--- config.mk ---
export PLATFORM = sky130hd
export DESIGN_NAME = pieb_top
export DESIGN_NICKNAME = d
export VERILOG_FILES = /design/src/pkg/pieb_pkg.sv /design/src/logic/pieb_top.sv /design/src/logic/pieb_bank.sv /design/src/logic/pieb_gate.sv
export SDC_FILE = /design/constraint.sdc
export NUM_CORES = 1
export LEC_CHECK = 0
export BUFFER_PORTS_ARGS = -buffer_cell sky130_fd_sc_hd__buf_4
export CAP_MARGIN = 25
export CORE_ASPECT_RATIO = 2
export CORE_MARGIN = 1.5
export CORE_UTILIZATION = 48
export CTS_CLUSTER_DIAMETER = 80
export DETAILED_ROUTE_END_ITERATION = 10
export PLACE_DENSITY = 0.75
export SYNTH_ARGS = -nofsm -noshare
export SYNTH_HDL_FRONTEND = slang
export SYNTH_SLANG_ARGS = --single-unit
--- constraint.sdc ---
create_clock -name mclk -period 1 [get_ports mclk]
set_input_delay 0.15 -clock mclk [delete_from_list [all_inputs] [get_ports mclk]]
set_output_delay 0.15 -clock mclk [all_outputs]
set_load 0.01 [all_outputs]
--- src/pkg/pieb_pkg.sv ---
// constants shared by the peripheral interrupt enable bank design
package pieb_pkg;
   localparam int DATA_W = 8;
   localparam int ADDR_W = 4;

   // ----------------------------------------------------------------
   // register map
   // ----------------------------------------------------------------
   localparam logic [ADDR_W-1:0] ADDR_ENABLE2 = 4'h0;
   localparam logic [ADDR_W-1:0] ADDR_ENABLE3 = 4'h1;
   localparam logic [ADDR_W-1:0] ADDR_ENABLE4 = 4'h2;
   localparam logic [ADDR_W-1:0] ADDR_FLAG2   = 4'h3;
   localparam logic [ADDR_W-1:0] ADDR_FLAG3   = 4'h4;
   localparam logic [ADDR_W-1:0] ADDR_FLAG4   = 4'h5;
   localparam logic [ADDR_W-1:0] ADDR_CTRL    = 4'h6;

   // ----------------------------------------------------------------
   // implemented bits and reset values
   // ----------------------------------------------------------------
   localparam logic [DATA_W-1:0] BANK2_MASK  = 8'hff;
   localparam logic [DATA_W-1:0] BANK3_MASK  = 8'h7a;
   localparam logic [DATA_W-1:0] BANK4_MASK  = 8'h33;
   localparam logic [DATA_W-1:0] RESET_VALUE = 8'h00;

   // ----------------------------------------------------------------
   // field positions
   // ----------------------------------------------------------------
   localparam int OSC_FAIL_POS     = 7;
   localparam int COMP_TWO_POS     = 6;
   localparam int COMP_ONE_POS     = 5;
   localparam int NVDATA_POS       = 4;
   localparam int SER1_COLL_POS    = 3;
   localparam int SEG_DISP_POS     = 2;
   localparam int COMP_THREE_POS   = 1;
   localparam int CAPCOMP_TWO_POS  = 0;
   localparam int CAPCOMP_FIVE_POS = 6;
   localparam int CAPCOMP_FOUR_POS = 5;
   localparam int CAPCOMP_THR_POS  = 4;
   localparam int TIMER_SIX_POS    = 3;
   localparam int TIMER_FOUR_POS   = 1;
   localparam int UART2_RX_POS     = 5;
   localparam int UART2_TX_POS     = 4;
   localparam int SER2_COLL_POS    = 1;
   localparam int SER2_XFER_POS    = 0;
   localparam int GLOBAL_GATE_POS  = 7;
   localparam int PERIPH_GATE_POS  = 6;
   localparam int PENDING_POS      = 0;
endpackage : pieb_pkg

--- src/logic/pieb_top.sv ---
// peripheral interrupt enable banks 2 to 4 with flags and gating
//
// The plain strobed port and the register offsets are this design's own decisions.
module pieb_top (
   input  wire logic                           mclk,        // system clock
   input  wire logic                           rst_n,       // async reset
   input  wire logic [pieb_pkg::ADDR_W-1:0]    addr,        // register addr
   input  wire logic [pieb_pkg::DATA_W-1:0]    wdata,       // write data
   input  wire logic                           wr_en,       // write strobe
   input  wire logic                           rd_en,       // read strobe
   input  wire logic [pieb_pkg::DATA_W-1:0]    bank2_event, // bank 2 events
   input  wire logic [pieb_pkg::DATA_W-1:0]    bank3_event, // bank 3 events
   input  wire logic [pieb_pkg::DATA_W-1:0]    bank4_event, // bank 4 events
   output logic      [pieb_pkg::DATA_W-1:0]    rdata,       // read data
   output logic                                irq_request  // core request
);
   import pieb_pkg::*;

   localparam int BANK3_BASE = DATA_W;
   localparam int BANK4_BASE = 2 * DATA_W;
   localparam int ALL_W      = 3 * DATA_W;

   // ----------------------------------------------------------------
   // signals
   // ----------------------------------------------------------------
   logic              wr_enable2;
   logic              wr_enable3;
   logic              wr_enable4;
   logic              wr_flag2;
   logic              wr_flag3;
   logic              wr_flag4;
   logic              wr_ctrl;
   logic [DATA_W-1:0] enable2;
   logic [DATA_W-1:0] enable3;
   logic [DATA_W-1:0] enable4;
   logic [DATA_W-1:0] flag2;
   logic [DATA_W-1:0] flag3;
   logic [DATA_W-1:0] flag4;
   logic [DATA_W-1:0] active2;
   logic [DATA_W-1:0] active3;
   logic [DATA_W-1:0] active4;
   logic              any_active;
   logic              global_gate;
   logic              periph_gate;
   logic [DATA_W-1:0] next_rdata;
   logic [ALL_W-1:0]  all_en;
   logic [ALL_W-1:0]  all_fl;
   logic [ALL_W-1:0]  all_act;

   // ----------------------------------------------------------------
   // write decode
   // ----------------------------------------------------------------
   always_comb begin
      wr_enable2 = wr_en && (addr == ADDR_ENABLE2);
      wr_enable3 = wr_en && (addr == ADDR_ENABLE3);
      wr_enable4 = wr_en && (addr == ADDR_ENABLE4);
      wr_flag2   = wr_en && (addr == ADDR_FLAG2);
      wr_flag3   = wr_en && (addr == ADDR_FLAG3);
      wr_flag4   = wr_en && (addr == ADDR_FLAG4);
      wr_ctrl    = wr_en && (addr == ADDR_CTRL);
   end

   // ----------------------------------------------------------------
   // banks
   // ----------------------------------------------------------------
   // bank 2: all eight positions carry a source
   pieb_bank #(
      .WIDTH (DATA_W),
      .MASK  (BANK2_MASK)
   ) u_bank2 (
      .mclk     (mclk),
      .rst_n    (rst_n),
      .en_wr    (wr_enable2),
      .fl_wr    (wr_flag2),
      .wdata    (wdata),
      .event_in (bank2_event),
      .enable   (enable2),
      .flag     (flag2),
      .active   (active2)
   );

   pieb_bank #(
      .WIDTH (DATA_W),
      .MASK  (BANK3_MASK)
   ) u_bank3 (
      .mclk     (mclk),
      .rst_n    (rst_n),
      .en_wr    (wr_enable3),
      .fl_wr    (wr_flag3),
      .wdata    (wdata),
      .event_in (bank3_event),
      .enable   (enable3),
      .flag     (flag3),
      .active   (active3)
   );

   pieb_bank #(
      .WIDTH (DATA_W),
      .MASK  (BANK4_MASK)
   ) u_bank4 (
      .mclk     (mclk),
      .rst_n    (rst_n),
      .en_wr    (wr_enable4),
      .fl_wr    (wr_flag4),
      .wdata    (wdata),
      .event_in (bank4_event),
      .enable   (enable4),
      .flag     (flag4),
      .active   (active4)
   );

   assign all_en     = {enable4, enable3, enable2};
   assign all_fl     = {flag4, flag3, flag2};
   assign all_act    = {active4, active3, active2};
   assign any_active = |all_act;

   // ----------------------------------------------------------------
   // gates and request
   // ----------------------------------------------------------------
   pieb_gate u_gate (
      .mclk        (mclk),
      .rst_n       (rst_n),
      .ctrl_wr     (wr_ctrl),
      .wdata       (wdata),
      .any_active  (any_active),
      .global_gate (global_gate),
      .periph_gate (periph_gate),
      .irq_request (irq_request)
   );

   // ----------------------------------------------------------------
   // read path
   // ----------------------------------------------------------------
   // data stand one cycle only; idle and unmapped reads return zero
   always_comb begin
      next_rdata = '0;
      if (rd_en) begin
         case (addr)
            ADDR_ENABLE2: next_rdata = enable2;
            ADDR_ENABLE3: next_rdata = enable3;
            ADDR_ENABLE4: next_rdata = enable4;
            ADDR_FLAG2:   next_rdata = flag2;
            ADDR_FLAG3:   next_rdata = flag3;
            ADDR_FLAG4:   next_rdata = flag4;
            ADDR_CTRL: begin
               next_rdata[GLOBAL_GATE_POS] = global_gate;
               next_rdata[PERIPH_GATE_POS] = periph_gate;
               next_rdata[PENDING_POS]     = any_active;
            end
            default:      next_rdata = '0;
         endcase
      end
   end

   always_ff @(posedge mclk or negedge rst_n) begin
      if (!rst_n) begin
         rdata <= '0;
      end else begin
         rdata <= next_rdata;
      end
   end
endmodule : pieb_top

--- src/logic/pieb_bank.sv ---
// one enable register with its matching pending flag register
module pieb_bank #(
   parameter int               WIDTH = 8,
   parameter logic [WIDTH-1:0] MASK  = '1
) (
   input  wire logic             mclk,     // system clock
   input  wire logic             rst_n,    // async reset, active low
   input  wire logic             en_wr,    // write the enable register
   input  wire logic             fl_wr,    // write the flag register
   input  wire logic [WIDTH-1:0] wdata,    // write data
   input  wire logic [WIDTH-1:0] event_in, // source event pulses
   output logic      [WIDTH-1:0] enable,   // enable bits
   output logic      [WIDTH-1:0] flag,     // pending flags
   output logic      [WIDTH-1:0] active    // flag and enable both set
);
   logic [WIDTH-1:0] next_enable;
   logic [WIDTH-1:0] next_flag;

   // ----------------------------------------------------------------
   // next state
   // ----------------------------------------------------------------
   always_comb begin
      next_enable = en_wr ? (wdata & MASK) : enable;
      // event ored in last: a set beats a clear in the same cycle
      next_flag = (fl_wr ? wdata : flag) | event_in;
      next_flag = next_flag & MASK;
   end

   always_ff @(posedge mclk or negedge rst_n) begin
      if (!rst_n) begin
         enable <= '0;
         flag   <= '0;
      end else begin
         enable <= next_enable;
         flag   <= next_flag;
      end
   end

   assign active = flag & enable;
endmodule : pieb_bank

--- src/logic/pieb_gate.sv ---
// core gate bits and the registered processor interrupt request
module pieb_gate
   import pieb_pkg::*;
(
   input  wire logic              mclk,        // system clock
   input  wire logic              rst_n,       // async reset, active low
   input  wire logic              ctrl_wr,     // write the gate register
   input  wire logic [DATA_W-1:0] wdata,       // write data
   input  wire logic              any_active,  // some source flagged+enabled
   output logic                   global_gate, // global gate bit
   output logic                   periph_gate, // peripheral gate bit
   output logic                   irq_request  // request to the core
);
   logic next_global;
   logic next_periph;
   logic next_irq;

   // ----------------------------------------------------------------
   // next state
   // ----------------------------------------------------------------
   always_comb begin
      next_global = ctrl_wr ? wdata[GLOBAL_GATE_POS] : global_gate;
      next_periph = ctrl_wr ? wdata[PERIPH_GATE_POS] : periph_gate;
      // every source here is a peripheral, so both gates apply
      next_irq = global_gate & periph_gate & any_active;
   end

   always_ff @(posedge mclk or negedge rst_n) begin
      if (!rst_n) begin
         global_gate <= 1'b0;
         periph_gate <= 1'b0;
         irq_request <= 1'b0;
      end else begin
         global_gate <= next_global;
         periph_gate <= next_periph;
         irq_request <= next_irq;
      end
   end
endmodule : pieb_gate

-- Yosys cells after proc, flatten, opt, wreduce, memory -nomap -nowiden
Index checks and enable logic that the tools add are counted.
- eq/ne operators: 6
- multiplexer cells: 7
- bitwise logic cells: 8
- reductions and logical operators: 9
- operator list (kind ; number):
    $pmux W5 S6 ; 1
    $reduce_or A24 Y1 ; 1
    $mux W8 ; 2
    $eq A4 B3 Y1 const B ; 3
    $pmux W2 S5 ; 1
    $and A8 B8 Y8 ; 1
    $eq A4 B2 Y1 const B ; 2
    $or A8 B8 Y8 ; 1
    $and A7 B7 Y7 ; 1
    $logic_and A1 B1 Y1 ; 7
    $mux W7 ; 1
    $or A7 B7 Y7 ; 1
    $and A6 B6 Y6 ; 1
    $mux W6 ; 1
    $or A6 B6 Y6 ; 1
    $pmux W1 S5 ; 1
    $eq A4 B1 Y1 const B ; 1
    $logic_not A4 Y1 ; 1
    $and A1 B1 Y1 ; 2
- bits in registers: 45
- input bits: 40
- output and inout bits: 9
- logic and storage cells: 40

-- Longest topological paths before layout
Gate-level depths: netlist of run 1.
- word-level depth: 4
- mapped depth: 6
- gate-level depth less buffers: 4

-- By module
A second synthesis of run 1 with hierarchy kept.
- cells, all modules: 232
- area, all modules: 2571.2 µm²
- by module, submodules not included (module ; times used ; cells an instance ; area an instance (µm²) ; sequential area each (µm²)):
    pieb_top ; 1 ; 98 ; 850.8 ; 200.2
    pieb_bank at u_bank2 ; 1 ; 50 ; 684.4 ; 400.4
    pieb_bank at u_bank3 ; 1 ; 41 ; 508.0 ; 250.2
    pieb_bank at u_bank4 ; 1 ; 37 ; 424.2 ; 200.2
    pieb_gate ; 1 ; 6 ; 103.8 ; 75.1

-- Least setup slack after synthesis of run 1
OpenSTA, ideal clock, no wires.
- path type: input port to flip-flop
- start point: input addr[2] (netlist bit)
- end point: register u_bank2.flag[6]
- library setup time: 124 ps
- arrival: 1087 ps
- required time: 876 ps
- setup slack: -210 ps
- cell stages on the path: 6
- buffers on the path: 2
- path through: buf_6 nor3b_4 and2_4 buf_6 nor2b_1 a211o_1
- word-level cells in the longest chain between the ends: 4
- ends and longest elaborated chain (what ; RTL line ; RTL):
    start, declared ; pieb_top.sv:7 ; input wire logic [pieb_pkg::ADDR_W-1:0] addr,
    $eq A4 B2 Y1 ; pieb_top.sv:57 ; wr_flag2 = wr_en && (addr == ADDR_FLAG2);
    $logic_and A1 B1 Y1 ; pieb_top.sv:57 ;
    $mux W8 ; pieb_bank.sv:25 ; next_flag = (fl_wr ? wdata : flag) | event_in;
    $or A8 B8 Y8 ; pieb_bank.sv:25 ;
    named net u_bank2.next_flag[6] ; pieb_bank.sv:17 ; logic [WIDTH-1:0] next_flag;
    end signal, assigned ; pieb_bank.sv:35 ; flag <= next_flag;
    end, declared ; pieb_bank.sv:13 ; output logic [WIDTH-1:0] flag,
The timed path passes the listed nets, and every way through them passes these cells.
A chain may end at the register's enable or synchronous reset.

-- Worst setup path after layout of run 1
- start point: register u_bank4.enable[5]
- end point: register u_gate.irq_request
- word-level cells in the longest chain between the ends: 3
- ends and longest elaborated chain (what ; RTL line ; RTL):
    start, declared ; pieb_bank.sv:12 ; output logic [WIDTH-1:0] enable,
    start signal, assigned ; pieb_bank.sv:34 ; enable <= next_enable;
    $and A6 B6 Y6 ; pieb_bank.sv:39 ; assign active = flag & enable;
    $reduce_or A24 Y1 ; pieb_top.sv:115 ; assign any_active = |all_act;
    $and A1 B1 Y1 ; pieb_gate.sv:25 ; next_irq = global_gate & periph_gate & any_active;
    named net u_gate.next_irq ; pieb_gate.sv:16 ; logic next_irq;
    end signal, assigned ; pieb_gate.sv:36 ; irq_request <= next_irq;
    end, declared ; pieb_gate.sv:12 ; output logic irq_request
The timed path passes the listed nets, and every way through them passes these cells.

==> impl_metrics.yaml, run 1 <==
outcome:
  outcome: "finished with violations"
  violations: "setup timing"
finish:
  layout-drive-gt1-share_pct: 53.3
  n_fill_cell: 322
  nets: 310
  antenna_cells: 0
  fin_cells: 324
  multi_input_area_sq_um: 1150
  seq_area_sq_um: 1130
  syn_to_final_growth_pct: 46.4
logic_synthesis:
  synth_mux_area_share_pct: 14.1
  synth.avg_cell_area_sq_um: 12.1
  synth_common_cells: "dfrtp_1 (45), mux2_2 (22), nor2b_1 (20), a211o_1 (17), a22oi_1 (12)"
  yosys.cell_count.top_type: "dfrtp_1"
  synth_fp_nets: 221
  synth_top_area_share_pct: 51.5
  synthArstFlopShare_pct: 100
  synth-edff-count: 0
  synth_largest_area_cell: "dfrtp_1"
  synth_cells: 181
  synth_seq_area_share_pct: 51.5
  synth_cell_types: 39
  synth_area_leaders: "dfrtp_1 (52%), mux2_2 (11%), a211o_1 (6.8%)"
  netlist_area_sq_um: 2190
  synth_xor_area_share_pct: 0
  ys.flop_type: "dfrtp_1"
  synth_top_family_by_area: "compound AO/OA/AOI/OAI gates"
  ys_seq_elements: 45
  synth_compound_area_share_pct: 17.7
  yosys.area_share.simple_pct: 13.9
  synth_fa_ha_area_share_pct: 0
  synth_warnings: 0
place:
  place.gp.congestion: 0.910
  portBuffers: 41
  place_hpwl_um: 4300
  dp.cells: 313
setup_path:
  crit_path_end_kind: "register"
  crit_required_ns: 1.18
  cp_max_fo: 3
  cp.arrival_ns: 1.46
  r2r_slack_ns: -0.29
  startpoint_type: "register"
  crit_type: "reg2reg"
detailed_routing:
  firstDrtPassIters: 4
  dr_total_vias: 1868
  ant_nets: 0
  avgRoutedWirePerCell_um: 19.8
  post-route-drc-count: 0
  via_per_inst: 5.77
  routed_wl_um: 6400
  detail_route.iter0.violations: 64
global_routing:
  antenna_found_initial: 0
  grt_usage_pct: 27.2
  grt.overflow.total: 0
  grt_pass1_wl_um: 9940
  grt_max_degree: 46
  first_global_vias: 1960
timing:
  timing.slew.headroom_pct: 79.4
  fmax_mhz: 776
  setup_viol: 14
  setup_ws_ns: -0.288
  rsz0062_at_grt: "yes"
  tightest_slew_ns: 0.308
  hold_viol: 0
  min_period_ns: 1.29
  skew_ns: 0.00500
  slew_viol_final: 0
  fin_crit_sh_pct: 129
power:
  combPwrFrac_pct: 26.7
  seq_power_share_pct: 48.6
  power_uw: 4560
  swShare_pct: 27.2
  p_per_area_nw_per_um2: 1430
  power_frac_clock_pct: 24.7
  internal_power_uw: 3320
  peakVddDrop_uv: 1120
  power.switching_uw: 1240
  power_leakage_uw: 0.00142
floorplanning:
  dieArea_sq_um: 4990
  die_h_um: 98.4
  coreArea_sq_um: 4340
  fp.dieW_um: 50.7
  io_pins: 49
  start_util_pct: 50.4
  row_count: 34
cts:
  cts_tree: "built"
  numCtsBuffers: 5
  insertion_delay_ns: 0.29
  numClockSinks: 45
  cts_buffer_depth: 2
  clk_pin_slew_ns: 0.08
  h-tree-depth: 2
  cts-root-buf: "clkbuf_8"
min_path:
  hold_path.class: "in2reg"
run:
  maxCapViolCount: 0
-- worst max-delay path, cell delays in order (launching register included) --
cell and delay (ns):
dfrtp_1 0.44, a22oi_2 0.27, nand3_2 0.11, o311a_1 0.35
-- per-layer routing --
metal	vias up	wire (um)	GRT usage, %
li1	854	-	-
met5	-	0	0
met4	0	234	13.5
met2	61	3690	49.4
met3	18	210	3.18
met1	935	2270	30.1
-- cells by family after synthesis --
group                  count (synthesis)
buffers and inverters                 10
muxes                                 28
and+or+nand+nor                       50
DFF                                   45
AOI/OAI and AO/OA                     48
-- flip-flops by register name (all words and copies together), names as in the netlist --
signal and flops:
rdata 8, u_bank2.flag 8, u_bank4.flag 4, u_gate.periph_gate 1, u_gate.global_gate 1, u_bank3.flag 5
u_bank4.enable 4, u_bank3.enable 5, u_gate.irq_request 1, u_bank2.enable 8
-- layout by cell type, fill, tap and decap left out, types with 2 or more instances in the layout --
master     instances
a211o_1           17
a211oi_1           2
a21oi_1            2
a22oi_1            4
a22oi_2            8
a2bb2oi_2          2
and2_4             2
buf_12             3
buf_4             72
buf_6             12
clkbuf_8           6
dfrtp_1           44
mux2_2            18
mux2_4             4
mux2i_1            5
nand2_1            6
nor2_1             7
nor2b_1           16
nor2b_4            3
nor3_1             4
nor3_4             2
o22a_1             3
-- timing repair --
action,CTS,global route
endpoints found under the hold margin,45,0
setup endpoints to repair,16,28
resized for setup,22,20
gates cloned,0,1
buffers inserted,3,1
pin swaps,9,15
hold buffers,1,0
-- stage by stage --
step           hold WS [ns]  utilization, %  setup slack, ns  area, sq um  TNS [ns]
2_1_floorplan        -0.146               -           -0.183         2240     -3.76
3_3_place_gp          0.131            67.0           -0.320         2910    -10.72
3_5_place_dp          0.131            67.0           -0.329         2910    -11.25
4_1_cts              0.0395            71.7           -0.238         3110     -1.24
5_1_grt              0.0341            73.7           -0.313         3200     -2.05
6_report             0.0408            73.7           -0.288         3200     -1.34
-- power groups by stage --
stage	logic [uW]	registers, uW	clock network, uW
after floorplan	516	2190	0
after global placement	1010	2210	0
after detailed placement	1040	2210	0
after CTS	1120	2190	1150
after global routing	1310	2240	1210
final	1220	2220	1130
-- layout make-up --
| type | count | share of cell area [%] |
|---|---|---|
| Clock buffer | 7 | 2.70 |
| Inverter | 2 | 0.235 |
| Multi-Input combinational cell | 127 | 35.9 |
| Sequential cell | 45 | 35.2 |
| Tap cell | 54 | 2.11 |
| Timing Repair Buffer | 89 | 23.8 |
-- path summary, 6_finish.rpt --
path,from,end,depth (start not counted)
max,u_bank4.enable[5],u_gate.irq_request,3
min,bank2_event[2],u_bank2.flag[2],2
max reg2reg,u_bank4.enable[5],u_gate.irq_request,3
min reg2reg,u_bank4.enable[1],u_bank4.enable[1],1
max in group asynchronous,rst_n,u_bank2.flag[0],3
min in group asynchronous,rst_n,rdata[2],3
Power figures use the tool's default switching activity.
==> inputs of run 2 (changes only) <==
--- a/config.mk
+++ b/config.mk
@@ -6,12 +6,14 @@
 export NUM_CORES = 1
 export LEC_CHECK = 0
 export BUFFER_PORTS_ARGS = -buffer_cell sky130_fd_sc_hd__buf_4
-export CAP_MARGIN = 25
+export CAP_MARGIN = 20
 export CORE_ASPECT_RATIO = 2
 export CORE_MARGIN = 1.5
 export CORE_UTILIZATION = 48
 export CTS_CLUSTER_DIAMETER = 80
 export DETAILED_ROUTE_END_ITERATION = 10
+export GPL_ROUTABILITY_DRIVEN = 0
+export HOLD_SLACK_MARGIN = 0.15
 export PLACE_DENSITY = 0.75
 export SYNTH_ARGS = -nofsm -noshare
 export SYNTH_HDL_FRONTEND = slang
==> impl_metrics.yaml, run 2 (synthesis results as in run 1) <==
outcome:
  outcome: "finished with violations"
  violations: "setup timing"
timing:
  tightest_slew_ns: 0.387
  min_period_ns: 1.25
  fin_crit_sh_pct: 125
  setup_ws_ns: -0.250
  whs_ns: 0.203
  rsz0062_at_grt: "yes"
  skew_ns: 0.0123
  timing.slew.headroom_pct: 74.1
  fmax_mhz: 800
  setup_viol: 12
  hold_viol: 0
  slew_viol_final: 0
finish:
  antenna_cells: 0
  syn_to_final_growth_pct: 56.6
  fin_cells: 348
  layout-drive-gt1-share_pct: 48.0
  layout_common_cells: "buf_4 (66), dfrtp_1 (45), dlygate4sd3_1 (26), mux2_2 (19), nor2b_1 (18)"
  largestRegisters: "rdata: 8 flops, u_bank2.enable: 8 flops, u_bank2.flag: 8 flops"
  final_common_cell: "buf_4"
  fin_util_pct: 78.9
  nets: 333
setup_path:
  crit_family: "compound AO/OA/AOI/OAI gates"
  critPathBufInv: 0
  crit_required_ns: 1.19
  max_stage_delay_ns: 0.41
  cp.arrival_ns: 1.44
  reg2reg_depth: 4
  crit_cells: 4
  path_cells: "a22oi_2, nand3_1, o31ai_1, a211oi_1"
  crit_path_end_kind: "register"
  cp_max_fo: 3
  crit_type: "reg2reg"
  startpoint_type: "register"
  cp_slowest_cell: "dfrtp_1"
global_routing:
  grt.overflow.total: 0
  grt_max_degree: 46
  first_global_vias: 2096
  grt_usage_pct: 27.5
  antenna_found_initial: 0
  grt_pass1_wl_um: 10000
detailed_routing:
  dr_total_vias: 2024
  avgRoutedWirePerCell_um: 18.7
  ant_nets: 0
  post-route-drc-count: 0
  detail_route.iter0.violations: 69
  routed_wl_um: 6520
  firstDrtPassIters: 4
  via_per_inst: 5.82
cts:
  h-tree-depth: 2
  numClockSinks: 45
  cts_buffer_depth: 2
  cts-root-buf: "clkbuf_8"
  cts_tree: "built"
  clk_pin_slew_ns: 0.09
  insertion_delay_ns: 0.31
  numCtsBuffers: 5
floorplanning:
  fp.dieW_um: 50.7
  start_util_pct: 50.4
  dieArea_sq_um: 4990
  io_pins: 49
  row_count: 34
  die_h_um: 98.4
  coreArea_sq_um: 4340
min_path:
  hold_path.class: "in2reg"
  hold_depth: 3
power:
  peakVddDrop_uv: 1400
  power_leakage_uw: 0.00150
  power_uw: 4740
  p_per_area_nw_per_um2: 1380
place:
  portBuffers: 41
  dp.cells: 312
  place_hpwl_um: 4300
run:
  maxCapViolCount: 0
run 2: cell types whose count changed in the layout (fill, tap and decap cells not counted), moves of 2 or more:
cell,before,now
nor2b_1,16,18
buf_6,12,17
dlygate4sd3_1,1,26
a2bb2oi_1,1,3
a2bb2oi_2,2,0
nor2b_4,3,1
a22oi_1,4,1
a22oi_2,8,11
buf_4,72,66
run 2: timing repair:
action                                 4_1_cts  5_1_grt
pin swaps                                    8       13
hold buffers                                26        0
setup buffers                                0        1
setup endpoints to repair                   14       31
gates resized for setup                     21       19
gates cloned                                 0        1
endpoints found under the hold margin       81        0
run 2: metrics by stage:
step / area (sq um) / TNS (ns) / setup slack (ns)
floorplan: 2240 / -3.76 / -0.183
global placement: 2890 / -10.82 / -0.306
detailed placement: 2890 / -11.31 / -0.338
CTS: 3330 / -1.02 / -0.234
global route: 3420 / -1.63 / -0.237
finish: 3420 / -1.13 / -0.250
run 2: metal layers:
layer  track usage [%]  part of all wire [%]  up-vias
li1                  -                     -      910
met5                 0                     0        -
met4              20.2                   6.6        0
met2              47.1                    54       74
met3              5.45                   4.2       35
met1              28.7                    35     1005
run 2: area by class of cell:
class / count / area (sq um)
flip-flops and latches: 45 / 1130
multi-input cells: 127 / 1120
repair buffers: 112 / 1000
fillers: 283 / 917
clock buffers: 7 / 96.3
well taps: 54 / 67.6
inverters: 2 / 7.51
clock inverters: 1 / 5.00
run 2: final timing paths:
path | end | slack (ns) | from
max | rdata[0] | -0.25 | u_bank4.enable[5]
min | rdata[2] | 0.20 | addr[2]
max in group asynchronous | u_bank4.enable[4] | 0.43 | rst_n
min reg2reg | u_bank3.enable[3] | 0.56 | u_bank3.enable[3]
min in group asynchronous | rdata[2] | 0.34 | rst_n
max reg2reg | rdata[0] | -0.25 | u_bank4.enable[5]
run 2: where the power goes:
group	switching (uW)	leakage (uW)	internal (uW)
combinational	473	0.000939	784
clock	636	0.0000542	625
sequential	187	0.000508	2030
total	1300	0.00150	3440
run 2: worst register-to-register path: cells and delay by family, from the launching register on:
family	cells	cell delay, ns
flops	1	0.41
compound gates	3	0.60
simple gates	1	0.13
==> inputs of run 3 (changes only) <==
--- a/config.mk
+++ b/config.mk
@@ -9,12 +9,12 @@
 export CAP_MARGIN = 20
 export CORE_ASPECT_RATIO = 2
 export CORE_MARGIN = 1.5
-export CORE_UTILIZATION = 48
+export CORE_UTILIZATION = 53
 export CTS_CLUSTER_DIAMETER = 80
 export DETAILED_ROUTE_END_ITERATION = 10
 export GPL_ROUTABILITY_DRIVEN = 0
 export HOLD_SLACK_MARGIN = 0.15
-export PLACE_DENSITY = 0.75
+export PLACE_DENSITY = 0.78
 export SYNTH_ARGS = -nofsm -noshare
 export SYNTH_HDL_FRONTEND = slang
 export SYNTH_SLANG_ARGS = --single-unit
==> constraint.sdc (replaced) <==
create_clock -name mclk -period 1.4 [get_ports mclk]
set_input_delay 0.21 -clock mclk [delete_from_list [all_inputs] [get_ports mclk]]
set_output_delay 0.21 -clock mclk [all_outputs]
set_load 0.01 [all_outputs]
==> impl_metrics.yaml, run 3 (synthesis results as in run 1) <==
place:
  portBuffers: 41
  place_hpwl_um: 3900
  post-place-ws_ns: -0.0390
  place_area_sq_um: 2650
detailed_routing:
  routed_wl_um: 5330
  via_per_inst: 5.73
  avgRoutedWirePerCell_um: 17.2
  dr_total_vias: 1783
  post-route-drc-count: 0
  firstDrtPassIters: 4
  detail_route.iter0.violations: 56
  ant_nets: 0
floorplanning:
  die_h_um: 93.8
  io_pins: 49
  fp.dieW_um: 48.4
  row_count: 32
  start_util_pct: 56.3
  dieArea_sq_um: 4540
  coreArea_sq_um: 3880
cts:
  insertion_delay_ns: 0.30
  cts_setup_buffers: 0
  cts_buffer_depth: 2
  cts-resized-gates: 0
  h-tree-depth: 2
  numCtsBuffers: 5
  cts_tree: "built"
  clk_pin_slew_ns: 0.08
  ctsHoldBuffers: 21
  numClockSinks: 45
  cts-root-buf: "clkbuf_8"
timing:
  min_period_ns: 1.31
  setup_ws_ns: 0.0859
  fmax_mhz: 761
  tightest_slew_ns: 0.545
  skew_ns: 0.00363
  rsz0062_at_grt: "no"
  setup_viol: 0
  hold_viol: 0
  timing.slew.headroom_pct: 63.6
  fin_crit_sh_pct: 93.9
  slew_viol_final: 0
power:
  p_per_area_nw_per_um2: 1080
  power_leakage_uw: 0.00128
  peakVddDrop_uv: 881
setup_path:
  r2r_start: "u_bank3.enable[5]"
  crit_path_end_kind: "register"
  cp_max_fo: 3
  worst_r2r_endpoint: "rdata[0]"
  path_cells: "a22oi_1, nand2_1, o31ai_1, a211oi_1"
  cp.arrival_ns: 1.48
  startpoint_type: "register"
  reg2reg_depth: 4
  cp_slowest_cell: "dfrtp_1"
  r2r_slack_ns: 0.09
  max_stage_delay_ns: 0.41
  crit_type: "reg2reg"
  crit_required_ns: 1.57
finish:
  final_common_cell: "buf_4"
  nets: 299
  antenna_cells: 0
  syn_to_final_growth_pct: 36.1
  fin_area_sq_um: 2980
  layout_common_cells: "buf_4 (57), dfrtp_1 (45), mux2_2 (22), dlygate4sd3_1 (21), nor2b_1 (20)"
  fin_util_pct: 76.6
  largestRegisters: "rdata: 8 flops, u_bank2.enable: 8 flops, u_bank2.flag: 8 flops"
  layout-drive-gt1-share_pct: 35.4
global_routing:
  first_global_vias: 1897
  antenna_found_initial: 0
  grt_usage_pct: 25.7
  grt_pass1_wl_um: 8830
  grt_max_degree: 46
  grt.overflow.total: 0
min_path:
  hp-start: "wdata[6]"
  hold_path.class: "in2reg"
  hold_end: "u_bank3.flag[6]"
  hold_depth: 2
outcome:
  outcome: "finished clean"
run:
  maxCapViolCount: 0
==> run 3: cell count changes in the layout (fill, tap and decap cells not counted), moves of 3 or more <==
| cell | before | now |
|---|---|---|
| buf_6 | 17 | 0 |
| a22oi_1 | 1 | 12 |
| a22oi_2 | 11 | 0 |
| buf_4 | 66 | 57 |
| dlygate4sd3_1 | 26 | 21 |
| mux2_2 | 19 | 22 |
| mux2_4 | 3 | 0 |
==> run 3: how the worst max path moves through the flow <==
| stage | end | from | slack (ns) | cells past startpoint |
|---|---|---|---|---|
| CTS | rdata[0] | u_bank3.enable[5] | 0.09 | 4 |
| finish | rdata[0] | u_bank3.enable[5] | 0.09 | 4 |
| global route | rdata[0] | u_bank3.enable[5] | 0.05 | 4 |
| detailed placement | u_gate.periph_gate | addr[3] | -0.04 | 5 |
| floorplan | u_bank2.flag[6] | addr[2] | 0.13 | 6 |
| global placement | u_gate.periph_gate | addr[3] | -0.02 | 5 |
==> run 3: report_power, final <==
| part | total [uW] | internal (uW) | switching (uW) |
|---|---|---|---|
| Clock | 1020 | 580 | 436 |
| Sequential | 1580 | 1450 | 127 |
| Combinational | 621 | 366 | 255 |
| Total | 3220 | 2400 | 818 |
==> run 3: cell type report <==
type                       instances  area, sq um
inverter                           2         7.51
fill                             276          908
sequential                        45         1130
multi-input combinational        126         1000
tap                               51         63.8
timing repair buffer              79          658
clock buffer                       6         82.6
clock inverter                     2         37.5
==> run 3: critical path: cells and delay by family (launching register included) <==
family	cells	cell delay, ns
compound gates	3	0.63
flops	1	0.41
simple gates	1	0.13
==> run 3: stage by stage <==
stage / setup TNS (ns) / cells / power [uW] / hold WS (ns)
floorplan: 0 / 181 / 1910 / -0.0856
global placement: -0.0408 / 282 / 2140 / 0.224
detailed placement: -0.0731 / 282 / 2170 / 0.236
CTS: 0 / 311 / 3230 / 0.155
global route: 0 / 311 / 3360 / 0.161
finish: 0 / 311 / 3220 / 0.155
==> run 3: per-layer routing <==
layer  vias up  part of all wire, %  track usage, %
li1        830                    -               -
met1       878                   37            29.2
met2        57                   56            45.4
met3        18                  3.7            4.30
met4         0                  3.3            14.3
met5         -                    0               0
